File: src/plcr_pkg.sv
package plcr_pkg;
  localparam logic [11:0] PLCR_SERDES_OFF  = 12'h500;
  localparam logic [11:0] PLCR_CFG_OFF     = 12'h530;
  localparam int          PLCR_LSE_BIT     = 8;
  localparam int          PLCR_SCL_BIT     = 13;
  localparam int          PLCR_ISC_BIT     = 14;
  localparam int          PLCR_TLC_LSB     = 19;
  localparam int          PLCR_TLC_MSB     = 21;
  localparam logic [2:0]  PLCR_TLC_RESET   = 3'h7;
  localparam logic [2:0]  PLCR_TLC_MAX     = 3'h7;
  localparam logic [2:0]  PLCR_TLC_X8      = 3'h3;
  localparam logic        PLCR_LSE_RESET   = 1'h0;
  localparam logic        PLCR_SCL_RESET   = 1'h0;
  localparam logic [1:0]  PLCR_RESP_OKAY   = 2'h0;
  localparam logic [1:0]  PLCR_RESP_SLVERR = 2'h2;

  typedef struct packed {
    logic       tx_low_swing;
    logic       self_xlink_allow;
    logic       auto_gen2;
    logic [2:0] lane_target;
    logic       width_apply;
  } plcr_phy_ctl_s;
endpackage : plcr_pkg

File: src/plcr_regs.sv
`timescale 1ns/1ns
// Overview of operation
// - low-swing bit one selects reduced swing, zero full swing; resets zero, sticky
// - self-crosslink bit one allows a port to crosslink-train against itself
// - self-crosslink bit ignored while crosslink disable is one
// - speed control zero starts Gen2 after first L0 from Detect; one stays Gen1
// - speed control defaults one on upstream, zero on downstream; sticky
// - target width 0..3 is x1..x8, 7 maximum, 4..6 reserved, reset 7
// - a programmed width change applies only on the retrain request
// - target width returns to default when training passes through Detect
module plcr_regs (
  input  wire logic                   aclk,
  input  wire logic                   aresetn,
  input  wire logic                   sticky_rst_n,
  input  wire logic                   is_upstream,
  input  wire logic                   crosslink_disable,
  input  wire logic                   link_retrain_request,
  input  wire logic                   ltssm_in_detect,
  input  wire logic [11:0]            s_axi_awaddr,
  input  wire logic                   s_axi_awvalid,
  output logic                        s_axi_awready,
  input  wire logic [31:0]            s_axi_wdata,
  input  wire logic [3:0]             s_axi_wstrb,
  input  wire logic                   s_axi_wvalid,
  output logic                        s_axi_wready,
  output logic [1:0]                  s_axi_bresp,
  output logic                        s_axi_bvalid,
  input  wire logic                   s_axi_bready,
  input  wire logic [11:0]            s_axi_araddr,
  input  wire logic                   s_axi_arvalid,
  output logic                        s_axi_arready,
  output logic [31:0]                 s_axi_rdata,
  output logic [1:0]                  s_axi_rresp,
  output logic                        s_axi_rvalid,
  input  wire logic                   s_axi_rready,
  output plcr_pkg::plcr_phy_ctl_s     phy_ctl
);
  import plcr_pkg::*;

  // both channels decode the same word offsets; the two low address bits are ignored
  function automatic logic addr_is(input logic [11:0] addr, input logic [11:0] off);
    return addr[11:2] == off[11:2];
  endfunction : addr_is

  ////////////////////////////////////////////////////////////////////////////
  // write channel: address and data latched independently, response after both
  logic        aw_hold_q, w_hold_q;
  logic [11:0] aw_addr_q;
  logic [31:0] w_data_q;
  logic [3:0]  w_strb_q;
  logic        bvalid_q;
  logic [1:0]  bresp_q;

  // both channels refuse while a response waits, so a second write cannot overrun it
  wire aw_take  = s_axi_awvalid & ~aw_hold_q & ~bvalid_q;
  wire w_take   = s_axi_wvalid & ~w_hold_q & ~bvalid_q;
  wire aw_have  = aw_hold_q | aw_take;
  wire w_have   = w_hold_q | w_take;
  wire wr_fire  = aw_have & w_have & ~bvalid_q;
  wire [11:0] wr_addr = aw_hold_q ? aw_addr_q : s_axi_awaddr;
  wire [31:0] wr_data = w_hold_q ? w_data_q : s_axi_wdata;
  wire [3:0]  wr_strb = w_hold_q ? w_strb_q : s_axi_wstrb;
  wire wr_serdes = wr_fire & addr_is(wr_addr, PLCR_SERDES_OFF);
  wire wr_cfg    = wr_fire & addr_is(wr_addr, PLCR_CFG_OFF);
  wire wr_hit    = wr_serdes | wr_cfg;

  assign s_axi_awready = ~aw_hold_q & ~bvalid_q;
  assign s_axi_wready  = ~w_hold_q & ~bvalid_q;
  assign s_axi_bvalid  = bvalid_q;
  assign s_axi_bresp   = bresp_q;

  always_ff @(posedge aclk) begin
    if (!aresetn) begin
      aw_hold_q <= 1'b0;
      w_hold_q  <= 1'b0;
      aw_addr_q <= 12'h000;
      w_data_q  <= 32'h0000_0000;
      w_strb_q  <= 4'h0;
    end else begin
      aw_hold_q <= aw_have & ~wr_fire;
      w_hold_q  <= w_have & ~wr_fire;
      if (aw_take) begin
        aw_addr_q <= s_axi_awaddr;
      end
      if (w_take) begin
        w_data_q <= s_axi_wdata;
        w_strb_q <= s_axi_wstrb;
      end
    end
  end

  always_ff @(posedge aclk) begin
    if (!aresetn) begin
      bvalid_q <= 1'b0;
      bresp_q  <= PLCR_RESP_OKAY;
    // bresp stands with bvalid until bready drains it
    end else if (wr_fire) begin
      bvalid_q <= 1'b1;
      bresp_q  <= wr_hit ? PLCR_RESP_OKAY : PLCR_RESP_SLVERR;
    end else if (s_axi_bready) begin
      bvalid_q <= 1'b0;
    end
  end

  ////////////////////////////////////////////////////////////////////////////
  // sticky fields survive the bus reset and clear only on sticky_rst_n
  logic       lse_q, scl_q, isc_q;
  logic [2:0] tlc_q;
  logic       isc_init_q;

  // byte lane 1 carries bit 8 and bit 13..14, lane 2 carries 19..21
  wire wr_lse = wr_serdes & wr_strb[1];
  wire wr_scl = wr_cfg & wr_strb[1];
  wire wr_tlc = wr_cfg & wr_strb[2];

  always_ff @(posedge aclk) begin
    if (!sticky_rst_n) begin
      lse_q      <= PLCR_LSE_RESET;
      scl_q      <= PLCR_SCL_RESET;
      isc_q      <= 1'b0;
      isc_init_q <= 1'b0;
    end else begin
      // port role is read once after the sticky reset, so software may override it later
      if (!isc_init_q) begin
        isc_q      <= is_upstream;
        isc_init_q <= 1'b1;
      end else if (wr_scl) begin
        isc_q <= wr_data[PLCR_ISC_BIT];
      end
      if (wr_lse) begin
        lse_q <= wr_data[PLCR_LSE_BIT];
      end
      if (wr_scl) begin
        scl_q <= wr_data[PLCR_SCL_BIT];
      end
    end
  end

  // detect wins over a same-cycle write: full retrain discards the target
  always_ff @(posedge aclk) begin
    if (!aresetn) begin
      tlc_q <= PLCR_TLC_RESET;
    end else if (ltssm_in_detect) begin
      tlc_q <= PLCR_TLC_RESET;
    end else if (wr_tlc) begin
      tlc_q <= wr_data[PLCR_TLC_MSB:PLCR_TLC_LSB];
    end
  end

  ////////////////////////////////////////////////////////////////////////////
  // outputs toward the phy
  // registered so the phy sees the request after any same-cycle target write has landed
  logic width_apply_q;
  always_ff @(posedge aclk) begin
    if (!aresetn) begin
      width_apply_q <= 1'b0;
    end else begin
      width_apply_q <= link_retrain_request;
    end
  end

  // reserved codes 4..6 are stored but never forwarded as a width change
  function automatic logic lane_code_legal(input logic [2:0] code);
    return (code <= PLCR_TLC_X8) || (code == PLCR_TLC_MAX);
  endfunction : lane_code_legal
  wire tlc_legal = lane_code_legal(tlc_q);

  always_comb begin
    phy_ctl                  = '0;
    phy_ctl.tx_low_swing     = lse_q;
    phy_ctl.self_xlink_allow = scl_q & ~crosslink_disable;
    phy_ctl.auto_gen2        = ~isc_q;
    phy_ctl.lane_target      = tlc_q;
    phy_ctl.width_apply      = width_apply_q & tlc_legal;
  end

  ////////////////////////////////////////////////////////////////////////////
  // read channel, one cycle to rvalid
  // reads have no side effects, so arready only waits for the previous answer to drain
  logic        rvalid_q;
  logic [31:0] rdata_q;
  logic [1:0]  rresp_q;

  wire rd_take   = s_axi_arvalid & ~rvalid_q;
  wire rd_serdes = addr_is(s_axi_araddr, PLCR_SERDES_OFF);
  wire rd_cfg    = addr_is(s_axi_araddr, PLCR_CFG_OFF);
  wire [31:0] serdes_word = 32'(lse_q) << PLCR_LSE_BIT;
  wire [31:0] cfg_word    = (32'(scl_q) << PLCR_SCL_BIT) | (32'(isc_q) << PLCR_ISC_BIT)
                          | (32'(tlc_q) << PLCR_TLC_LSB);
  // unmapped offsets read as zero and answer with an error
  wire [31:0] rd_word = rd_serdes ? serdes_word : (rd_cfg ? cfg_word : 32'h0000_0000);

  assign s_axi_arready = ~rvalid_q;
  assign s_axi_rvalid  = rvalid_q;
  assign s_axi_rdata   = rdata_q;
  assign s_axi_rresp   = rresp_q;

  always_ff @(posedge aclk) begin
    if (!aresetn) begin
      rvalid_q <= 1'b0;
      rdata_q  <= 32'h0000_0000;
      rresp_q  <= PLCR_RESP_OKAY;
    end else if (rd_take) begin
      rvalid_q <= 1'b1;
      rdata_q  <= rd_word;
      rresp_q  <= (rd_serdes | rd_cfg) ? PLCR_RESP_OKAY : PLCR_RESP_SLVERR;
    end else if (s_axi_rready) begin
      rvalid_q <= 1'b0;
    end
  end
endmodule : plcr_regs

File: config.mk
export PLATFORM = sky130hd
export DESIGN_NAME = plcr_regs
export DESIGN_NICKNAME = d
export VERILOG_FILES = /design/src/plcr_pkg.sv /design/src/plcr_regs.sv
export SDC_FILE = /design/constraint.sdc
export NUM_CORES = 1
export LEC_CHECK = 0
export ABC_AREA = 1
export BUFFER_PORTS_ARGS = -buffer_cell sky130_fd_sc_hd__buf_2
export CAP_MARGIN = 30
export CORE_MARGIN = 2
export CORE_UTILIZATION = 46
export DETAILED_ROUTE_END_ITERATION = 12
export PLACE_DENSITY = 0.9
export SLEW_MARGIN = 40
export SYNTH_ARGS = -nofsm -noshare
export SYNTH_HDL_FRONTEND = slang
export SYNTH_SLANG_ARGS = --single-unit
File: constraint.sdc
create_clock -name aclk -period 3.19 [get_ports aclk]
set_input_delay 0.957 -clock aclk [delete_from_list [all_inputs] [get_ports aclk]]
set_output_delay 0.957 -clock aclk [all_outputs]
set_load 0.05 [all_outputs]
==> results of run 1 <==
==> per-stage QoR <==
step                setup WS [ns]  util, %
finish                     0.8386    55.58
global placement           0.8333    52.86
detailed placement         0.8328    52.86
global route               0.7906    55.58
CTS                        0.8323    55.58
floorplan                  0.3572        -
==> cell families (layout without fill, tap and decap cells) <==
logic type      after synthesis  count (layout)  share of synthesized area, %
other cells                   1              28                        0.1972
flops                        38              38                         40.00
simple gates                123             123                         27.90
buf+inv                      61              93                         18.09
compound gates               48              48                         13.82
==> cell usage in the layout (no fill, tap or decap), drive strengths merged <==
cell type / count
nor3: 2
o211ai: 1
a21boi: 1
nand3b: 1
o21ai: 25
a31oi: 1
clkbuf: 5
conb: 28
buf: 59
nand2: 52
nor2: 46
dfxtp: 38
a211oi: 1
nand4: 3
clkinv: 3
bufinv: 1
or2: 1
nand3: 16
a21oi: 18
inv: 25
o21a: 1
and2: 2
==> worst register-to-register path, cell delays in order, from the launching register on <==
cell and delay [ns]:
dfxtp_1 0.61, inv_2 0.18, a21oi_4 0.29, nand2_2 0.10
nor2_4 0.14, nand2_2 0.08, nand2_1 0.06, nand3_1 0.06
==> state kept, by name, indices dropped and copies added (netlist names) <==
register / count
aw_addr_q: 10
aw_hold_q: 1
isc_init_q: 1
isc_q: 1
lse_q: 1
s_axi_bresp: 1
s_axi_bvalid: 1
s_axi_rdata: 6
s_axi_rresp: 1
s_axi_rvalid: 1
scl_q: 1
tlc_q: 3
w_data_q: 6
w_hold_q: 1
w_strb_q: 2
width_apply_q: 1
==> layer usage <==
| metal | GRT usage (%) | vias to the layer above | wire, µm |
|---|---|---|---|
| li1 | - | 921 | - |
| met1 | 20.34 | 742 | 1632 |
| met2 | 29.13 | 68 | 1800 |
| met3 | 3.289 | 7 | 274 |
| met4 | 8.250 | 0 | 71 |
| met5 | 0 | - | 0 |
==> where the power goes <==
part	switching, mW	internal (mW)	total, mW
Combinational	0.241	0.0761	0.317
Sequential	0.0291	0.516	0.545
Clock	0.165	0.230	0.395
==> cell type report <==
type / count / area [µm²]
Fill cell: 393 / 1777
Multi-Input combinational cell: 199 / 898.4
Sequential cell: 38 / 760.7
Timing Repair Buffer: 59 / 295.3
Inverter: 26 / 97.59
Clock buffer: 5 / 68.82
Tap cell: 50 / 62.56
Clock inverter: 3 / 40.04
==> worst min-delay path by stage <==
stage	to	slack [ns]	cells past startpoint
2_1_floorplan	aw_addr_q[5]	0.43	2
3_3_place_gp	aw_addr_q[5]	0.44	2
3_5_place_dp	aw_addr_q[11]	0.45	2
4_1_cts	aw_addr_q[11]	0.46	2
5_1_grt	aw_addr_q[9]	0.48	2
6_report	aw_addr_q[11]	0.45	2
==> out/qor.txt, run 1 <==
critical path depth: 3
family with the most delay on the worst path: buffers and inverters
CTS tree: yes
Synth cell types: 28
ANT cells: 0
nets: 401
die area: 4665 µm²
Synth area leader: dfxtp_1
DIE HEIGHT: 68.30 µm
CP arrival: 1.39 ns
worst r2r dst: tlc_q[2]
CP Capture Type: output port
Yosys warnings: 0
CP dominant cell by count: buf_2
Clock Sinks: 38
die width: 68.30 µm
R2R depth: 7
CP startpoint: crosslink_disable
vias in the first global route: 1461
sequential share of the synthesized area: 40.00%
Hold Path Origin: aw_addr_q[11]
critical path's slowest cell: buf_2
global-route wire length before repair: 5982 µm
post_cts resized: 0
drc violations: 0
H-tree levels: 2
Area contributors post-synth: dfxtp_1 (40%), buf_4 (12%), nand2_1 (9.7%)
TNS Setup: 0 ns
number of synthesized register bits: 38
Async SR Flop Fraction: 0%
grt ovf: 0
Antenna Violating Nets Remaining: 0
Worst Path Buf+Inv: 2
power per cell area: 565.9 nW/µm²
synth-to-layout area growth: 16.91%
CP Cell Sequence: buf_2 -> nor2_1 -> buf_2
endpoints failing hold: 0
RSZ-0062 raised after global routing: false
Max rail drop VDD: 276.7 µV
pin count of the biggest net entering global routing: 24
synth cell count leaders: nand2_1 (49), nor2_1 (44), dfxtp_1 (38), buf_4 (30), inv_1 (24)
Mapped Area: 1902 µm²
outcome: finished, final reports clean
Tmin final: 2.351 ns
DP Wirelength: 2930 µm
RR Startpoint: w_hold_q
Setup violations, final: 0
worst skew pair latency: 0.29 ns
Reg clk slew, reported paths: 0.07 ns
Setup crit start kind: input port
GP Congestion: 0.7827
crit path kind: in -> out
Mapped Cells: 271
Post-CTS Repair Setup Buffers: 0
Pre-antenna DRT Iters: 4
Pwr Total: 1.258 mW
Yosys top cell area share: 40.00%
hold buffers post-CTS: 0
Longest Clk Path Bufs: 2
vias after detailed routing: 1738
P_leak: 1.113 nW
fin crit share: 73.71%
count leader, synth: nand2_1
clock buffer count from CTS: 5
worst stage delay on the critical path: 0.26 ns
drt wl/cell: 9.945 µm
EDFF count, synth: 0
Finished Cell Area: 2223 µm²
row count: 23
Inst Count DP: 372
Post-Route WL: 3779 µm
CORE AREA: 4000 µm²
DR iter-0 viols: 69
top_reg_cell synth: dfxtp_1
clock root buffer: clkbuf_8
clock skew: 0.009679 ns
drt via density: 4.574
Overall Global Routing Usage: 17.03%
crit path to: phy_ctl[5]
CP required: 2.23 ns
maxcap violations: 0
max-slew violations: 0
Min Hold Slack: 0.4509 ns
Syn Area/Cell: 7.018 µm²
antenna violations before repair: 0
area of placed instances: 2115 µm²
final non-filler cell total: 380
port buffer count: 59
Hold/Removal Path Class: reg -> reg
Critical Path Fanout Max: 1
FF-to-FF setup slack: 1.56 ns
ratio of cells with drive above 1 in the final layout: 22.42%
IO Pins: 120
f_max: 425.3 MHz
initial core utilization: 47.54%
Power figures use the tool's default switching activity.
==> run 2: changes to the inputs <==
- CORE_UTILIZATION: 46 -> 42
- PLACE_DENSITY: 0.9 -> 0.83
- clock period: 3.19 -> 2.4 ns (I/O delays scaled with it)
==> run 2 against run 1 <==
  * Clock power up 37%
  * First-iteration DRC count down 41%
  * Global-route usage grew 0.28 points
  * Clock skew down 0.0030 ns
  * Core utilization down 4.2 points
  * Sequential power up 33%
  * Final cell count is 0.79% higher
  * Largest cell class unchanged
  * Highest routed layer unchanged
==> out/qor.txt, run 2 (synthesis results as in run 1) <==
outcome: finished, final reports clean
Tmin final: 1.937 ns
family with the most delay on the worst path: flip-flops
maxcap violations: 0
antenna violations before repair: 0
DP Wirelength: 3031 µm
post_cts resized: 0
CP Capture Type: output port
commonest non-fill, non-tap cell in the layout: buf_2
Critical Path Fanout Max: 12
drc violations: 0
CORE AREA: 4354 µm²
RR Startpoint: w_hold_q
FF-to-FF setup slack: 0.71 ns
largest reg by FF count: aw_addr_q
Antenna Violating Nets Remaining: 0
ratio of cells with drive above 1 in the final layout: 22.66%
Hold Path Origin: aw_addr_q[4]
Overall Global Routing Usage: 17.31%
clock buffer count from CTS: 5
Min Hold Slack: 0.4511 ns
Clock Sinks: 38
final non-filler cell total: 383
Pwr Total: 1.693 mW
synth-to-layout area growth: 17.70%
GP Congestion: 0.7737
clock root buffer: clkbuf_8
power per cell area: 756.5 nW/µm²
DIE HEIGHT: 71.29 µm
H-tree levels: 2
CTS tree: yes
drt wl/cell: 10.56 µm
pin count of the biggest net entering global routing: 23
initial core utilization: 43.68%
global-route wire length before repair: 7093 µm
CP required: 1.68 ns
Max rail drop VDD: 362.7 µV
max reg flops: 10
critical path's slowest cell: dfxtp_1
Setup crit start kind: register
CP Cell Sequence: nor2_4 -> buf_2
Worst Hold Path EP: aw_addr_q[4]
R2R depth: 7
crit path kind: reg -> out
Hold/Removal Path Class: reg -> reg
DR iter-0 viols: 41
Inst Count DP: 375
TNS Setup: 0 ns
Worst Path Buf+Inv: 1
row count: 24
PnR worst setup slack: 0.4634 ns
die area: 5082 µm²
ANT cells: 0
worst skew pair latency: 0.29 ns
clock skew: 0.006710 ns
hold path cells: 2
vias in the first global route: 1666
nets: 402
worst stage delay on the critical path: 0.62 ns
f_max: 516.4 MHz
P_leak: 1.111 nW
port buffer count: 59
Place WS: 0.5215 ns
grt ovf: 0
endpoints failing hold: 0
die width: 71.29 µm
Setup violations, final: 0
hold buffers post-CTS: 0
Longest Clk Path Bufs: 2
drt via density: 4.601
Post-Route WL: 4046 µm
Pre-antenna DRT Iters: 4
fin crit share: 80.69%
RSZ-0062 raised after global routing: false
Post-CTS Repair Setup Buffers: 0
worst r2r dst: tlc_q[0]
CP arrival: 1.22 ns
commonest non-fill, non-tap cells in the layout: buf_2 (59), nand2_1 (49), nor2_1 (44)
vias after detailed routing: 1762
IO Pins: 120
max-slew violations: 0
Reg clk slew, reported paths: 0.07 ns
run 2: worst min-delay path, stage by stage (launching register included):
cell     delay [ns]
dfxtp_1        0.30
inv_1          0.06
a21oi_1        0.05
run 2: area by class of cell:
class,instances,area [µm²]
timing repair buffer,60,302.8
sequential,38,760.7
multi-input combinational,199,898.4
clock buffer,5,68.82
fill,458,2116
inverter,26,97.59
clock inverter,3,45.04
tap,52,65.06
run 2: how the worst max path moves through the flow:
stage | end | from | slack [ns] | cells past startpoint
after floorplan | phy_ctl[0] | tlc_q[1] | 0.18 | 2
after global placement | phy_ctl[5] | crosslink_disable | 0.52 | 3
after detailed placement | phy_ctl[5] | crosslink_disable | 0.52 | 3
after CTS | s_axi_wready | w_hold_q | 0.46 | 2
after global routing | s_axi_wready | w_hold_q | 0.40 | 2
final | s_axi_wready | w_hold_q | 0.46 | 2
run 2: report_power, final:
group	switching [mW]	internal, mW	total (mW)
logic	0.323	0.102	0.425
clock network	0.233	0.309	0.542
registers	0.0401	0.686	0.726
total	0.596	1.10	1.69
run 2: per-stage QoR:
| step | utilization (%) | area, µm² |
|---|---|---|
| after floorplan | - | 2003 |
| after global placement | 48.79 | 2125 |
| after detailed placement | 48.79 | 2125 |
| after CTS | 51.41 | 2238 |
| after global routing | 51.41 | 2238 |
| final | 51.41 | 2238 |
run 2: layer usage:
layer  vias up  global-route usage [%]  share of wire (%)  wire length [µm]
met4         0                   5.031               0.82                33
met5         -                       0                  0                 0
met1       779                   19.43                 44              1797
met3         2                   5.485                7.5               302
li1        919                       -                  -                 -
met2        62                   31.28                 47              1913
==> run 3: changes to the inputs <==
- CORE_UTILIZATION: 42 -> 38
- PLACE_DENSITY: 0.83 -> 0.8
- clock period: 2.4 -> 1.6 ns (I/O delays scaled with it)
==> run 3 against run 2 <==
  * Global-route usage down 1.8 points
  * Core utilization decreased by 3.4 points
  * Critical path depth stayed put
  * Setup slack lost 0.40 ns
  * Total power rose by 44%
  * Worst hold slack lost 0.10 ns
  * Non-clock buffer count increased by 3
  * Register-to-register slack worse by 0.52 ns
  * Critical path type unchanged
==> out/qor.txt, run 3 (synthesis results as in run 1) <==
outcome: finished, final reports clean
Critical Path Fanout Max: 3
Setup violations, final: 0
f_max: 649.9 MHz
die area: 5587 µm²
clock root buffer: clkbuf_8
worst skew pair latency: 0.29 ns
Hold Path Origin: sticky_rst_n
Antenna Violating Nets Remaining: 0
Fillers: 499
Post-Route WL: 4145 µm
Pwr Total: 2.434 mW
RSZ-0062 raised after global routing: false
CP Capture Type: output port
clock buffer count from CTS: 5
nets: 405
clock skew: 0.007220 ns
H-tree levels: 2
port buffer count: 59
R2R depth: 8
Tmin final: 1.539 ns
P_leak: 1.132 nW
Setup crit start kind: register
IO Pins: 120
drc violations: 0
pin count of the biggest net entering global routing: 16
GP Congestion: 0.8027
Post-CTS Repair Setup Buffers: 0
CP arrival: 1.06 ns
crit path kind: reg -> out
Clock Sinks: 38
hold path cells: 1
endpoints failing hold: 0
Overall Global Routing Usage: 15.50%
largest reg by FF count: aw_addr_q
multi-input gate area in the final layout: 919.6 µm²
ANT cells: 0
DP Wirelength: 3245 µm
grt ovf: 0
max-slew violations: 0
CP required: 1.12 ns
worst r2r dst: tlc_q[1]
synth-to-layout area growth: 20.92%
PnR worst setup slack: 0.06134 ns
vias after detailed routing: 1778
drt wl/cell: 10.34 µm
Place WS: 0.02403 ns
Pre-antenna DRT Iters: 4
CORE AREA: 4786 µm²
max reg flops: 10
DIE HEIGHT: 74.75 µm
maxcap violations: 0
commonest non-fill, non-tap cells in the layout: buf_2 (58), nand2_1 (49), nor2_1 (42)
power per cell area: 1059 nW/µm²
Max rail drop VDD: 499.4 µV
die width: 74.75 µm
drt via density: 4.434
Hold/Removal Path Class: in -> reg
antenna violations before repair: 0
CTS tree: yes
Sequential Area: 769.5 µm²
Min Hold Slack: 0.3477 ns
Worst Hold Path EP: isc_init_q
vias in the first global route: 1568
DR iter-0 viols: 84
RR Startpoint: w_hold_q
initial core utilization: 39.74%
Longest Clk Path Bufs: 2
fin crit share: 96.17%
ratio of cells with drive above 1 in the final layout: 26.05%
global-route wire length before repair: 6658 µm
FF-to-FF setup slack: 0.19 ns
Reg clk slew, reported paths: 0.08 ns
row count: 25
commonest non-fill, non-tap cell in the layout: buf_2
[run 3: worst max-delay path by stage]
stage	depth (start not counted)	slack, ns	endpoint	from
2_1_floorplan	2	-0.07	phy_ctl[0]	tlc_q[1]
3_3_place_gp	6	0.07	s_axi_rresp[1]	s_axi_araddr[3]
3_5_place_dp	6	0.02	s_axi_rresp[1]	s_axi_araddr[3]
4_1_cts	2	0.008	s_axi_awready	aw_hold_q
5_1_grt	3	0.005	phy_ctl[5]	scl_q
6_report	2	0.06	s_axi_wready	w_hold_q
[run 3: metrics by stage]
step	util, %	TNS (ns)	area, µm²	instances
final	48.05	0	2300	401
after global routing	48.05	0	2300	401
after CTS	47.97	0	2296	401
after detailed placement	45.88	0	2196	393
after global placement	45.88	0	2196	393
after floorplan	-	-0.06707	2033	298
[run 3: power breakdown]
| part | switching (mW) | total (mW) | internal, mW |
|---|---|---|---|
| logic | 0.498 | 0.671 | 0.173 |
| registers | 0.0560 | 1.09 | 1.03 |
| clock network | 0.328 | 0.676 | 0.347 |
| total | 0.883 | 2.43 | 1.55 |
[run 3: timing repair]
item | in CTS | in global routing
hold endpoints to repair | 0 | 0
hold buffers | 0 | 0
gates resized for setup | 2 | 3
setup endpoints to repair | 1 | 6
[run 3: critical path, stage by stage, from the launching register on]
cell     delay (ns)
dfxtp_1        0.36
nor2_4         0.14
buf_2          0.27
[run 3: cell type report]
cell class,instances,share of cell area (%)
Sequential cell,38,33.46
Multi-Input combinational cell,199,39.99
Tap cell,67,3.645
Clock buffer,6,3.591
Timing Repair Buffer,63,14.42
Clock inverter,2,0.4897
Inverter,26,4.407
[run 3: routing by layer]
metal / track usage, % / wire length, µm / vias up
met5: 0 / 0 / -
met4: 6.349 / 66 / 0
met3: 4.150 / 218 / 5
met2: 25.66 / 2034 / 52
met1: 19.17 / 1825 / 792
li1: - / - / 929
